--- src/atc_consts.vh ---
`ifndef ATC_CONSTS_VH
`define ATC_CONSTS_VH
// ----------------------------------------
// Trigger source codes
// ----------------------------------------
`define ATC_SRC_NONE 2'h0
`define ATC_SRC_DIG 2'h1
`define ATC_SRC_ANA 2'h2
`define ATC_SRC_STAR 2'h3
// ----------------------------------------
// Trigger type codes
// ----------------------------------------
`define ATC_TYPE_PRE 2'h0
`define ATC_TYPE_MID 2'h1
`define ATC_TYPE_POST 2'h2
`define ATC_TYPE_DELAY 2'h3
`define ATC_TYPE_RESET 2'h2
// ----------------------------------------
// Analog conditions
// ----------------------------------------
`define ATC_COND_ABOVE 2'h0
`define ATC_COND_BELOW 2'h1
`define ATC_COND_WINDOW 2'h2
// ----------------------------------------
// Sizes and timing
// ----------------------------------------
`define ATC_MAX_POINTS 24'h800000
`define ATC_POINTS_W 24
`define ATC_DELAY_W 32
`define ATC_ADC_W 16
`define ATC_TB_INT_MHZ 48
`define ATC_TB_EXT_MIN_MHZ 1
`define ATC_TB_EXT_MAX_MHZ 48
`endif

--- src/atc_trigger.v ---
`timescale 1ns/10ps
`include "atc_consts.vh"

// One path (input or output) of the trigger controller.
module atc_path (
  input wire sys_clk,
  input wire reset,
  input wire start,
  input wire abort,
  input wire continuous,
  input wire [1:0] src,
  input wire [1:0] ttype,
  input wire ana_from_chan,
  input wire [`ATC_POINTS_W-1:0] points,
  input wire [`ATC_DELAY_W-1:0] delay_count,
  input wire dig_edge,
  input wire ana_hit,
  input wire star_edge,
  input wire tb_tick,
  input wire sample_tick,
  output reg convert,
  output reg busy,
  output reg done,
  output reg cfg_error,
  output reg triggered
);
  localparam ST_IDLE = 3'h0;
  localparam ST_WAIT = 3'h1;
  localparam ST_DELAY = 3'h2;
  localparam ST_POST = 3'h3;
  localparam ST_DONE = 3'h4;

  reg [2:0] state;
  reg [`ATC_DELAY_W-1:0] delay_left;
  reg [`ATC_POINTS_W-1:0] left;
  reg [`ATC_POINTS_W-1:0] pre_taken;
  reg imm_pend;
  reg [1:0] eff_type;
  reg bad;
  reg fire;
  wire [`ATC_POINTS_W-1:0] req_pts;
  wire [`ATC_POINTS_W-1:0] half_pts;

  assign req_pts = (points > `ATC_MAX_POINTS) ? `ATC_MAX_POINTS : points;
  assign half_pts = {1'b0, req_pts[`ATC_POINTS_W-1:1]};

  always @* begin
    eff_type = ttype;
    bad = 1'b0;
    if (continuous && ttype != `ATC_TYPE_POST) begin
      bad = 1'b1;
    end
    if ((ttype == `ATC_TYPE_PRE || ttype == `ATC_TYPE_MID) &&
        (src == `ATC_SRC_NONE ||
         (src == `ATC_SRC_ANA && ana_from_chan))) begin
      bad = 1'b1;
    end
  end

  always @* begin
    case (src)
      `ATC_SRC_NONE: fire = imm_pend;
      `ATC_SRC_DIG: fire = dig_edge;
      `ATC_SRC_ANA: fire = ana_hit;
      `ATC_SRC_STAR: fire = star_edge;
      default: fire = 1'b0;
    endcase
  end

  always @(posedge sys_clk) begin
    if (reset) begin
      state <= ST_IDLE;
      delay_left <= {`ATC_DELAY_W{1'b0}};
      left <= {`ATC_POINTS_W{1'b0}};
      pre_taken <= {`ATC_POINTS_W{1'b0}};
      imm_pend <= 1'b0;
      convert <= 1'b0;
      busy <= 1'b0;
      done <= 1'b0;
      cfg_error <= 1'b0;
      triggered <= 1'b0;
    end else begin
      convert <= 1'b0;
      imm_pend <= 1'b0;
      if (abort) begin
        state <= ST_IDLE;
        busy <= 1'b0;
      end else begin
        case (state)
          ST_IDLE: begin
            if (start) begin
              cfg_error <= bad;
              done <= 1'b0;
              triggered <= 1'b0;
              if (!bad) begin
                imm_pend <= 1'b1;
                busy <= 1'b1;
                left <= req_pts;
                pre_taken <= {`ATC_POINTS_W{1'b0}};
                state <= ST_WAIT;
              end
            end
          end
          ST_WAIT: begin
            if (sample_tick && (eff_type == `ATC_TYPE_PRE ||
                                eff_type == `ATC_TYPE_MID)) begin
              convert <= 1'b1;
              if (pre_taken != req_pts) begin
                pre_taken <= pre_taken + 1'b1;
              end
            end
            if (fire) begin
              triggered <= 1'b1;
              case (eff_type)
                `ATC_TYPE_PRE: state <= ST_DONE;
                `ATC_TYPE_MID: begin
                  left <= half_pts;
                  state <= ST_POST;
                end
                `ATC_TYPE_DELAY: begin
                  delay_left <= delay_count;
                  state <= ST_DELAY;
                end
                default: state <= ST_POST;
              endcase
            end
          end
          ST_DELAY: begin
            if (delay_left == {`ATC_DELAY_W{1'b0}}) begin
              state <= ST_POST;
            end else if (tb_tick) begin
              delay_left <= delay_left - 1'b1;
            end
          end
          ST_POST: begin
            if (left == {`ATC_POINTS_W{1'b0}} && !continuous) begin
              state <= ST_DONE;
            end else if (sample_tick) begin
              convert <= 1'b1;
              if (!continuous) begin
                left <= left - 1'b1;
              end
            end
          end
          ST_DONE: begin
            busy <= 1'b0;
            done <= 1'b1;
            state <= ST_IDLE;
          end
          default: state <= ST_IDLE;
        endcase
      end
    end
  end
endmodule // atc_path

// Top: two paths sharing one analog detector.
module atc_trigger (
  input wire sys_clk,
  input wire reset,
  input wire input_path_digital_trigger_pin,
  input wire output_path_digital_trigger_pin,
  input wire star_trigger_pin,
  input wire external_timebase_pin,
  input wire use_external_timebase,
  input wire external_analog_trigger_pin,
  input wire [`ATC_ADC_W-1:0] first_chan_sample,
  input wire first_chan_valid,
  input wire [`ATC_ADC_W-1:0] high_threshold,
  input wire [`ATC_ADC_W-1:0] low_threshold,
  input wire [1:0] analog_condition,
  input wire first_scan_channel_source,
  input wire ai_start,
  input wire ai_abort,
  input wire ai_continuous,
  input wire [1:0] ai_source,
  input wire [1:0] ai_type,
  input wire ai_polarity_negative,
  input wire ai_dig_from_output_pin,
  input wire [`ATC_POINTS_W-1:0] ai_points,
  input wire [`ATC_DELAY_W-1:0] ai_delay_count,
  input wire ai_sample_tick,
  input wire ao_start,
  input wire ao_abort,
  input wire ao_continuous,
  input wire [1:0] ao_source,
  input wire [1:0] ao_type,
  input wire ao_polarity_negative,
  input wire ao_dig_from_output_pin,
  input wire [`ATC_POINTS_W-1:0] ao_points,
  input wire [`ATC_DELAY_W-1:0] ao_delay_count,
  input wire ao_sample_tick,
  output wire ai_convert,
  output wire ai_busy,
  output wire ai_done,
  output wire ai_config_error,
  output wire ai_triggered,
  output wire ao_convert,
  output wire ao_busy,
  output wire ao_done,
  output wire ao_config_error,
  output wire ao_triggered
);
  // ----------------------------------------
  // Pin synchronisers
  // ----------------------------------------
  // Two-stage synchronise
  reg [4:0] sync_a;
  reg [4:0] sync_b;
  reg [4:0] sync_c;
  wire [4:0] pins_raw;
  assign pins_raw = {external_analog_trigger_pin, external_timebase_pin,
                     star_trigger_pin, output_path_digital_trigger_pin,
                     input_path_digital_trigger_pin};
  always @(posedge sys_clk) begin
    if (reset) begin
      sync_a <= 5'h00;
      sync_b <= 5'h00;
      sync_c <= 5'h00;
    end else begin
      sync_a <= pins_raw;
      sync_b <= sync_a;
      sync_c <= sync_b;
    end
  end

  wire [4:0] rise;
  wire [4:0] fall;
  assign rise = sync_b & ~sync_c;
  assign fall = ~sync_b & sync_c;

  wire ai_dig_lvl_r;
  wire ai_dig_lvl_f;
  wire ao_dig_lvl_r;
  wire ao_dig_lvl_f;
  assign ai_dig_lvl_r = ai_dig_from_output_pin ? rise[1] : rise[0];
  assign ai_dig_lvl_f = ai_dig_from_output_pin ? fall[1] : fall[0];
  assign ao_dig_lvl_r = ao_dig_from_output_pin ? rise[1] : rise[0];
  assign ao_dig_lvl_f = ao_dig_from_output_pin ? fall[1] : fall[0];
  wire ai_dig_edge;
  wire ao_dig_edge;
  assign ai_dig_edge = ai_polarity_negative ? ai_dig_lvl_f : ai_dig_lvl_r;
  assign ao_dig_edge = ao_polarity_negative ? ao_dig_lvl_f : ao_dig_lvl_r;

  // ----------------------------------------
  // Shared analog detector
  // ----------------------------------------
  // The external comparator pin already carries the threshold decision;
  // the first-channel sample is compared here against the same settings.
  // Condition select
  reg chan_hit;
  always @* begin
    case (analog_condition)
      `ATC_COND_ABOVE: chan_hit = first_chan_sample > high_threshold;
      `ATC_COND_BELOW: chan_hit = first_chan_sample < low_threshold;
      `ATC_COND_WINDOW: chan_hit = first_chan_sample > low_threshold &&
                                   first_chan_sample < high_threshold;
      default: chan_hit = 1'b0;
    endcase
  end
  reg ana_hit;
  always @(posedge sys_clk) begin
    if (reset) begin
      ana_hit <= 1'b0;
    end else if (first_scan_channel_source) begin
      ana_hit <= chan_hit && first_chan_valid && (ai_busy || ao_busy);
    end else begin
      ana_hit <= rise[4];
    end
  end

  // ----------------------------------------
  // Timebase
  // ----------------------------------------
  // External timebase tick
  wire tb_tick;
  assign tb_tick = use_external_timebase ? rise[3] : 1'b1;

  atc_path u_ai (
    .sys_clk(sys_clk),
    .reset(reset),
    .start(ai_start),
    .abort(ai_abort),
    .continuous(ai_continuous),
    .src(ai_source),
    .ttype(ai_type),
    .ana_from_chan(first_scan_channel_source),
    .points(ai_points),
    .delay_count(ai_delay_count),
    .dig_edge(ai_dig_edge),
    .ana_hit(ana_hit),
    .star_edge(rise[2]),
    .tb_tick(tb_tick),
    .sample_tick(ai_sample_tick),
    .convert(ai_convert),
    .busy(ai_busy),
    .done(ai_done),
    .cfg_error(ai_config_error),
    .triggered(ai_triggered)
  );

  atc_path u_ao (
    .sys_clk(sys_clk),
    .reset(reset),
    .start(ao_start),
    .abort(ao_abort),
    .continuous(ao_continuous),
    .src(ao_source),
    .ttype(ao_type),
    .ana_from_chan(first_scan_channel_source),
    .points(ao_points),
    .delay_count(ao_delay_count),
    .dig_edge(ao_dig_edge),
    .ana_hit(ana_hit),
    .star_edge(rise[2]),
    .tb_tick(tb_tick),
    .sample_tick(ao_sample_tick),
    .convert(ao_convert),
    .busy(ao_busy),
    .done(ao_done),
    .cfg_error(ao_config_error),
    .triggered(ao_triggered)
  );
endmodule // atc_trigger

--- config.mk ---
export PLATFORM = sky130hd
export DESIGN_NAME = atc_trigger
export DESIGN_NICKNAME = d
export VERILOG_FILES = /design/src/atc_trigger.v
export VERILOG_INCLUDE_DIRS = /design/src
export SDC_FILE = /design/constraint.sdc
export NUM_CORES = 1
export LEC_CHECK = 0
export ABC_AREA = 1
export BUFFER_PORTS_ARGS = -buffer_cell sky130_fd_sc_hd__buf_2
export CORE_ASPECT_RATIO = 0.75
export CORE_MARGIN = 2
export CORE_UTILIZATION = 30
export CTS_CLUSTER_DIAMETER = 60
export DETAILED_ROUTE_END_ITERATION = 12
export PLACE_DENSITY = 0.5
export SLEW_MARGIN = 20
export SYNTH_ARGS = -nofsm -noshare
export SYNTH_HDL_FRONTEND = slang
export SYNTH_HIERARCHICAL = 1
export SYNTH_SLANG_ARGS = --single-unit
--- constraint.sdc ---
create_clock -name sys_clk -period 2.3 [get_ports sys_clk]
set_input_delay 0.23 -clock sys_clk [delete_from_list [all_inputs] [get_ports sys_clk]]
set_output_delay 0.23 -clock sys_clk [all_outputs]
set_load 0.02 [all_outputs]
==> out/results.txt, run 1 <==
The headroom to the max-slew limit is 57.24%. The clock input transition at the sequential cells of the worst setup and hold paths came out at 0.07 ns. During placement, the flow inserted port buffers numbering 201.

From synthesis to final layout, the design area changed by 18.89%. The depth of the worst register-to-register path came out at 15. Setup violations remaining at the end of the flow were counted as 0. The detailed-routing iteration count for the pre-antenna-repair pass is 5. The minimum period implied by the final worst setup slack came out at 2.115 ns. Of all cell types, the one taking the most synthesized area is sky130_fd_sc_hd__dfxtp_1. The logs give 0.07569 ns for the worst hold slack after final layout and 0 for the total global routing overflow.

The logs give 146 for the total number of clock tree sinks and 2.64 ns for the required time of the worst setup path. The mean cell area of the mapped netlist came out at 5.468 sq um. Of the cells placed in the final design, the portion with a size suffix greater than 1 is 12.83%. The tools report the critical path startpoint category as a register. The fraction of the core area covered by cells at the end of the flow was 36.42%; the routed wire length per instance was 13.61 um. The tree is rooted in a sky130_fd_sc_hd__clkbuf_16. When the netlist entered floorplanning its net count stood at 2472. Among all stages on the critical path, the largest delay is contributed by sky130_fd_sc_hd__dfxtp_1. Summed over all nets, the half-perimeter wirelength after detailed placement is 29.85 mm. During synthesis, Yosys emitted a total of 6 warnings. The total wire length after detailed routing was 40.18 mm; the routed via count was 13717. After routing, the total negative slack on setup checks comes to 0 ns. The worst hold path was traced through 3 stages.

TritonCTS built the clock tree. The signal arrival time at the worst endpoint was 2.45 ns; the number of nets in the final layout was 2660. Initial antenna violation count: 3. The critical path's most frequent cell is sky130_fd_sc_hd__nor2_1.

After synthesis, the largest area contributor takes up 23.97% of total cell area. By area the synthesized netlist is led by sky130_fd_sc_hd__dfxtp_1, sky130_fd_sc_hd__nand2_1, sky130_fd_sc_hd__nor2_1. The floorplan has 63 rows. The flow ran to the end, and the final reports show no timing, DRC or antenna violations.

In this run the vertical extent of the chip is 178.6 um. Using the TritonRoute via totals, the vias-per-cell ratio works out to 4.645. Area inside the core boundary: 0.03981 sq mm. The worst path uses 91.98% of the clock period. The power per cell area was 566.8 mW/mm^2. Final routed DRC violation total: 0.

After synthesis the netlist holds a flip-flop and latch count of 146. In this run the worst hold path is classified as in -> reg. For this design the top-level I/O count stands at 202. The worst-case clock skew came out at 0.01348 ns. The sequential fraction of the synthesis area was 23.97%; the number of max-slew violations in the final report was 0. The floorplan step set the die width to 236.8 um. The H-tree depth reported by CTS came out at 4.

The fraction of registers with async set or reset after synthesis is 0%, and the pin count of the biggest net entering global routing is 65. In this run the worst path has a maximum fanout of 24. Leading cell type in the layout, fill and taps excluded: sky130_fd_sc_hd__nand2_1. For this design the static power due to leakage is 8.170 nW. Kind of critical path: reg -> reg. The routability congestion estimate was 0.8598; the global-route wire length before repair was 64.23 mm. The slew of the pin with the lowest slew margin is 0.6365 ns. The insertion delay to the later sink of the worst-skew pair was 0.45 ns.

The critical path goes through inv_1 -> or2_2 -> nor2_1 -> nor3_1 -> a31oi_1 -> nand2_1 -> nand3_1 -> nand2_2 -> nand2_2 -> nand3_1 -> nor2_2 -> nand2_4 -> clkbuf_16 -> nor2_1 -> nor2_1. The number of buffers between clock root and the deepest sink is 2, and the distinct cell type count of the synthesized netlist is 42. VDD sags by at most 538.9 uV.

The worst setup path is captured at a register. The detail route stage leaves a number of antenna-violating nets equal to 0. Number of global-route vias before repair: 12827. Summing every instance area after synthesis gives 0.01219 sq mm.

After technology mapping, the gate count stands at 2230. The number of DRC markers after the initial detailed-route iteration was 889. The global routing usage summed across all routing layers was 18.84%; the fmax was 472.7 MHz. The number of enable flip-flop cells after synthesis was 0; the effective utilization at floorplan was 30.63%. The number of CTS-inserted buffers came out at 17.

For the number of max-cap violations, the log shows 0. The library cells used most frequently in the layout, excluding fill and tap cells, are sky130_fd_sc_hd__nand2_1, sky130_fd_sc_hd__nor2_1, sky130_fd_sc_hd__nand3_1. In this design, the stage delay of the slowest critical-path cell is 0.31 ns. The count of endpoints failing hold in the final timing report was 0. Among all flip-flop cells after synthesis, the most frequent one is sky130_fd_sc_hd__dfxtp_1.

The die outline area came out at 0.04229 sq mm.
Yosys cell counts, types with 9 or more instances:
master and count:
sky130_fd_sc_hd__nor2_1 497, sky130_fd_sc_hd__nand2_1 696, sky130_fd_sc_hd__nand4_1 16, sky130_fd_sc_hd__buf_6 14, sky130_fd_sc_hd__o21ai_0 64, sky130_fd_sc_hd__clkbuf_1 31
sky130_fd_sc_hd__nand3_1 300, sky130_fd_sc_hd__inv_1 267, sky130_fd_sc_hd__a21oi_1 24, sky130_fd_sc_hd__dfxtp_1 146, sky130_fd_sc_hd__ha_1 50, sky130_fd_sc_hd__buf_2 20
sky130_fd_sc_hd__nor3_1 9
through the flow:
step                power [mW]  instance area (sq um)  instances  worst slack, ns
floorplan                4.506                  12190       2230           0.3786
detailed placement       5.301                  13770       2912           0.1843
finish                   8.217                  14500       2953           0.1846
global placement         5.271                  13770       2912           0.2107
CTS                      8.288                  14420       2949           0.1660
global route             8.813                  14500       2953         -0.04055
registers in the layout (all words and copies together), names as in the netlist, 3 cells and up:
name	count
u_ai/state	3
u_ai/left	24
sync_c	5
sync_b	5
u_ai/delay_left	32
sync_a	5
u_ao/delay_left	32
u_ao/left	24
u_ao/state	3
power by group:
group | internal (mW) | leakage [nW] | switching (mW) | total [mW]
registers | 2.65 | 1.19 | 0.109 | 2.76
clock network | 1.55 | 0.290 | 1.37 | 2.92
logic | 0.887 | 6.69 | 1.66 | 2.54
final timing paths:
| path | start | to | slack (ns) |
|---|---|---|---|
| setup / recovery | sync_b[1] | u_ao/left[14] | 0.18 |
| hold / removal | ao_sample_tick | u_ao/convert | 0.08 |
| setup reg to reg | sync_b[1] | u_ao/left[14] | 0.18 |
| hold reg to reg | sync_a[4] | sync_b[4] | 0.40 |
kinds of logic (layout without fill, tap and decap cells):
kind of cell	Yosys count	count (layout)	synth area share, %
other	0	2	0
AO/OA/AOI/OAI	120	120	5.511
AND/OR/NAND/NOR	1557	1557	52.84
buffers and inverters	349	550	11.98
flip-flops	146	146	23.97
adder cells (fa/ha/maj)	50	50	5.131
XOR/XNOR	8	8	0.5747
critical path, delay by kind of cell (launching register included):
kind	cells	cell delay (ns)
buf+inv	2	0.28
flops	1	0.31
simple gates	12	1.28
compound gates	1	0.13
final cells by class:
type                            instances  area (sq um)
Antenna cell                            2         5.005
Clock buffer                           17         425.4
Clock inverter                         15         165.2
Fill cell                            4531         25310
Inverter                              279          1052
Multi-Input combinational cell       1735          7836
Sequential cell                       146          2923
Tap cell                              520         650.6
Timing Repair Buffer                  239          1439
per-layer routing:
metal  up-vias  track usage (%)  share of wire (%)
met5         -                0              0.032
met4         2            4.325                1.4
met3        34            2.925                4.2
met2       282            30.70                 44
met1      6097            26.12                 51
li1       7302                -                  -
what timing repair did:
action                     in CTS  in global routing
setup buffers                   0                  0
hold buffers                    5                  0
gates resized for setup         0                  9
hold endpoints to repair        5                  0
setup endpoints to repair       0                 39
No activity file was read; power rests on OpenSTA's default activity.
==> run 2: changes to the inputs <==
--- a/config.mk
+++ b/config.mk
@@ -9,7 +9,6 @@
 export ABC_AREA = 1
 export BUFFER_PORTS_ARGS = -buffer_cell sky130_fd_sc_hd__buf_2
 export CORE_ASPECT_RATIO = 0.75
-export CORE_MARGIN = 2
 export CORE_UTILIZATION = 30
 export CTS_CLUSTER_DIAMETER = 60
 export DETAILED_ROUTE_END_ITERATION = 12
==> constraint.sdc (replaced) <==
create_clock -name sys_clk -period 2.1 [get_ports sys_clk]
set_input_delay 0.21 -clock sys_clk [delete_from_list [all_inputs] [get_ports sys_clk]]
set_output_delay 0.21 -clock sys_clk [all_outputs]
set_load 0.02 [all_outputs]
==> out/results.txt, run 2 (synthesized netlist as in run 1, its figures left out) <==
The logs give 202 (unchanged) for the number of I/O pins and 41.62 mm (+3.6%) for the total wire length after detailed routing. The count of endpoints failing hold in the final timing report is 0 (unchanged), and the total global routing overflow is 0 (unchanged). TritonCTS built the clock tree. The area growth from synthesis to layout is 23.08%. The routed wire length per instance was 13.95 um (+2.5%); the number of max-slew violations in the final report was 0 (unchanged). The logs give 2.42 ns (-0.03 ns) for the signal arrival time at the worst endpoint and 8.446 nW (+3.4%) for the leakage power figure. The die outline area was 0.04146 sq mm (-2.0%). Setup repair after global routing could not meet its margin everywhere. The worst-case clock skew is 0.01547 ns (+0.001992 ns). In the layout the commonest cells are sky130_fd_sc_hd__nand2_1, sky130_fd_sc_hd__nor2_1, sky130_fd_sc_hd__nand3_1. Fmax: 492.2 MHz (+4.1%). The tools report the clock tree root driver cell as sky130_fd_sc_hd__clkbuf_16. The global-route wire length before repair is 64.77 mm (+0.84%), and the overall die width is 234.8 um (-0.84%).

The largest fanout on the critical path works out to 7 (-71%). The fraction of layout instances using a drive strength above 1 was 14.99% (+2.2 points). The number of CTS-inserted buffers is 17 (unchanged).

The tools report the number of buffers between clock root and the deepest sink as 2 (unchanged). The number of nets in the final layout was 2690 (+1.1%); the port buffer count was 201 (unchanged). The power per cell area is 629.8 mW/mm^2 (+11%).

The logs give 0 (unchanged) for the final routed DRC violation total and 65 (unchanged) for the pin count of the biggest net entering global routing. For the portion of total power attributed to the clock network, the log shows 36.4% (+0.9 points). The leading cell type in the layout, fill and taps excluded is sky130_fd_sc_hd__nand2_1. The critical path startpoint category is a register.

Area inside the core boundary: 0.03981 sq mm (unchanged). The worst setup path is captured at a register. The slew of the pin with the lowest slew margin is 0.6167 ns (-0.01974 ns). The routability congestion estimate is 0.8708 (+1.3%), and the portion of the clock cycle consumed by the worst path in the final layout is 96.76% (+4.8 points).

For the headroom to the max-slew limit, the log shows 58.89% (+1.6 points). For the remaining number of nets flagged by the antenna check after routing, the log shows 0 (unchanged). The post-detailed-placement half-perimeter wirelength came out at 29.71 mm (-0.46%). The net switching share of the total power was 37.26% (-0.91 points); the required time of the worst setup path was 2.49 ns (-0.15 ns). The per-cell via count in the routed design is 4.738 (+2.0%), and the post-route total power is 9.451 mW (+15%).

The global routing usage summed across all routing layers is 19.18% (+0.34 points). For the logic gate share of total power, the log shows 31.7% (+0.8 points). The H-tree depth reported by CTS is 4 (unchanged), and the detailed-routing iteration count for the pre-antenna-repair pass is 6 (+1). In this run the worst hold path is classified as in -> reg. The initial antenna violation count was 3 (unchanged); the fraction of the core area covered by cells at the end of the flow was 37.70% (+1.3 points).

The run gives 30.63% (unchanged) as the effective utilization at floorplan. The flow ran to the end, and the final reports show no timing, DRC or antenna violations. The kind of critical path is reg -> reg. For the routed via count, the log shows 14134 (+3.0%). The tools report the maximum vdd drop as 544.0 uV (+0.94%). The largest registers in the layout are u_ai/delay_left: 32 flops, u_ao/delay_left: 32 flops. The number of DRC markers after the initial detailed-route iteration is 998 (+12%). For the number of global-route vias before repair, the log shows 13061 (+1.8%). The net switching power figure is 3.521 mW (+12%).

The logs give 31.9% (-1.6 points) for the share of total power in sequential cells and 146 (unchanged) for the total number of clock tree sinks. The internal power component is 5.930 mW (+17%), and the buffer count from post-CTS setup fixing is 0 (unchanged). The clock input transition at the sequential cells of the worst setup and hold paths was 0.08 ns (about the same); the chip height was 176.6 um (-1.1%). The number of cell rows was 63 (unchanged); the minimum period implied by the final worst setup slack was 2.032 ns (-0.08355 ns). The total of endpoints with negative setup slack in the final report is 0 (unchanged). The number of max-cap violations was 0 (unchanged).

The insertion delay to the later sink of the worst-skew pair was 0.45 ns (about the same).
## run 2: worst paths after layout
kind	endpoint	slack (ns)	startpoint	depth (start not counted)
max	u_ai/left[13]	0.07	sync_b[1]	16
min	u_ao/convert	0.04	ao_sample_tick	3
max reg2reg	u_ai/left[13]	0.07	sync_b[1]	16
min reg2reg	sync_b[0]	0.41	sync_a[0]	2
## run 2: metrics by stage
step	hold WS, ns	setup WS (ns)	setup TNS (ns)	area [sq um]	cells
final	0.03909	0.06811	0	15010	2983
after global routing	0.03608	-0.1112	-6.510	15010	2983
after CTS	0.009847	0.02553	0	14590	2968
after detailed placement	0.3973	-0.01444	-0.1107	13900	2931
after global placement	0.3930	0.006744	0	13900	2931
after floorplan	0.2880	0.1786	0	12190	2230
## run 2: area by class of cell
class                   count  area [sq um]
well taps                 520         650.6
diodes                      2         5.005
clock inverters            15         207.7
multi-input cells        1735          7968
repair buffers            269          1774
fillers                  4357         24800
flip-flops and latches    146          2924
clock buffers              17         425.4
inverters                 279          1052
## run 2: power by group through the flow
stage          Combinational [mW]  Clock [mW]  Sequential, mW
6_report                     2.99        3.44            3.02
5_1_grt                      3.41        3.68            3.04
4_1_cts                      2.82        3.55            3.02
3_5_place_dp                 2.80           0            3.08
3_3_place_gp                 2.77           0            3.08
2_1_floorplan                1.88           0            3.05
## run 2: repair_timing
item	4_1_cts	5_1_grt
cloned	0	13
hold endpoints to repair	5	0
hold buffers	5	0
pin swaps	0	49
setup endpoints to repair	32	112
resized for setup	1	51
## run 2: worst max-delay path: stages, from the launching register on
cell	delay, ns
sky130_fd_sc_hd__dfxtp_1	0.31
sky130_fd_sc_hd__inv_1	0.04
sky130_fd_sc_hd__or2_4	0.23
sky130_fd_sc_hd__nor2_1	0.09
sky130_fd_sc_hd__nor3_1	0.05
sky130_fd_sc_hd__a31oi_1	0.17
sky130_fd_sc_hd__nand2_1	0.07
sky130_fd_sc_hd__nand3_1	0.08
sky130_fd_sc_hd__nand2_2	0.09
sky130_fd_sc_hd__nand2_2	0.07
sky130_fd_sc_hd__nand3_1	0.08
sky130_fd_sc_hd__nor2_2	0.13
sky130_fd_sc_hd__nand2_4	0.15
sky130_fd_sc_hd__buf_6	0.18
sky130_fd_sc_hd__nand2_1	0.05
sky130_fd_sc_hd__nand2_1	0.05
sky130_fd_sc_hd__nor2_1	0.13
## run 2: routing by layer
metal	track usage [%]	vias to the layer above	share of wire, %
met2	30.82	377	44
met1	26.67	6349	50
met5	0	-	0.019
li1	-	7372	-
met3	2.627	34	5.3
met4	5.565	2	1.6
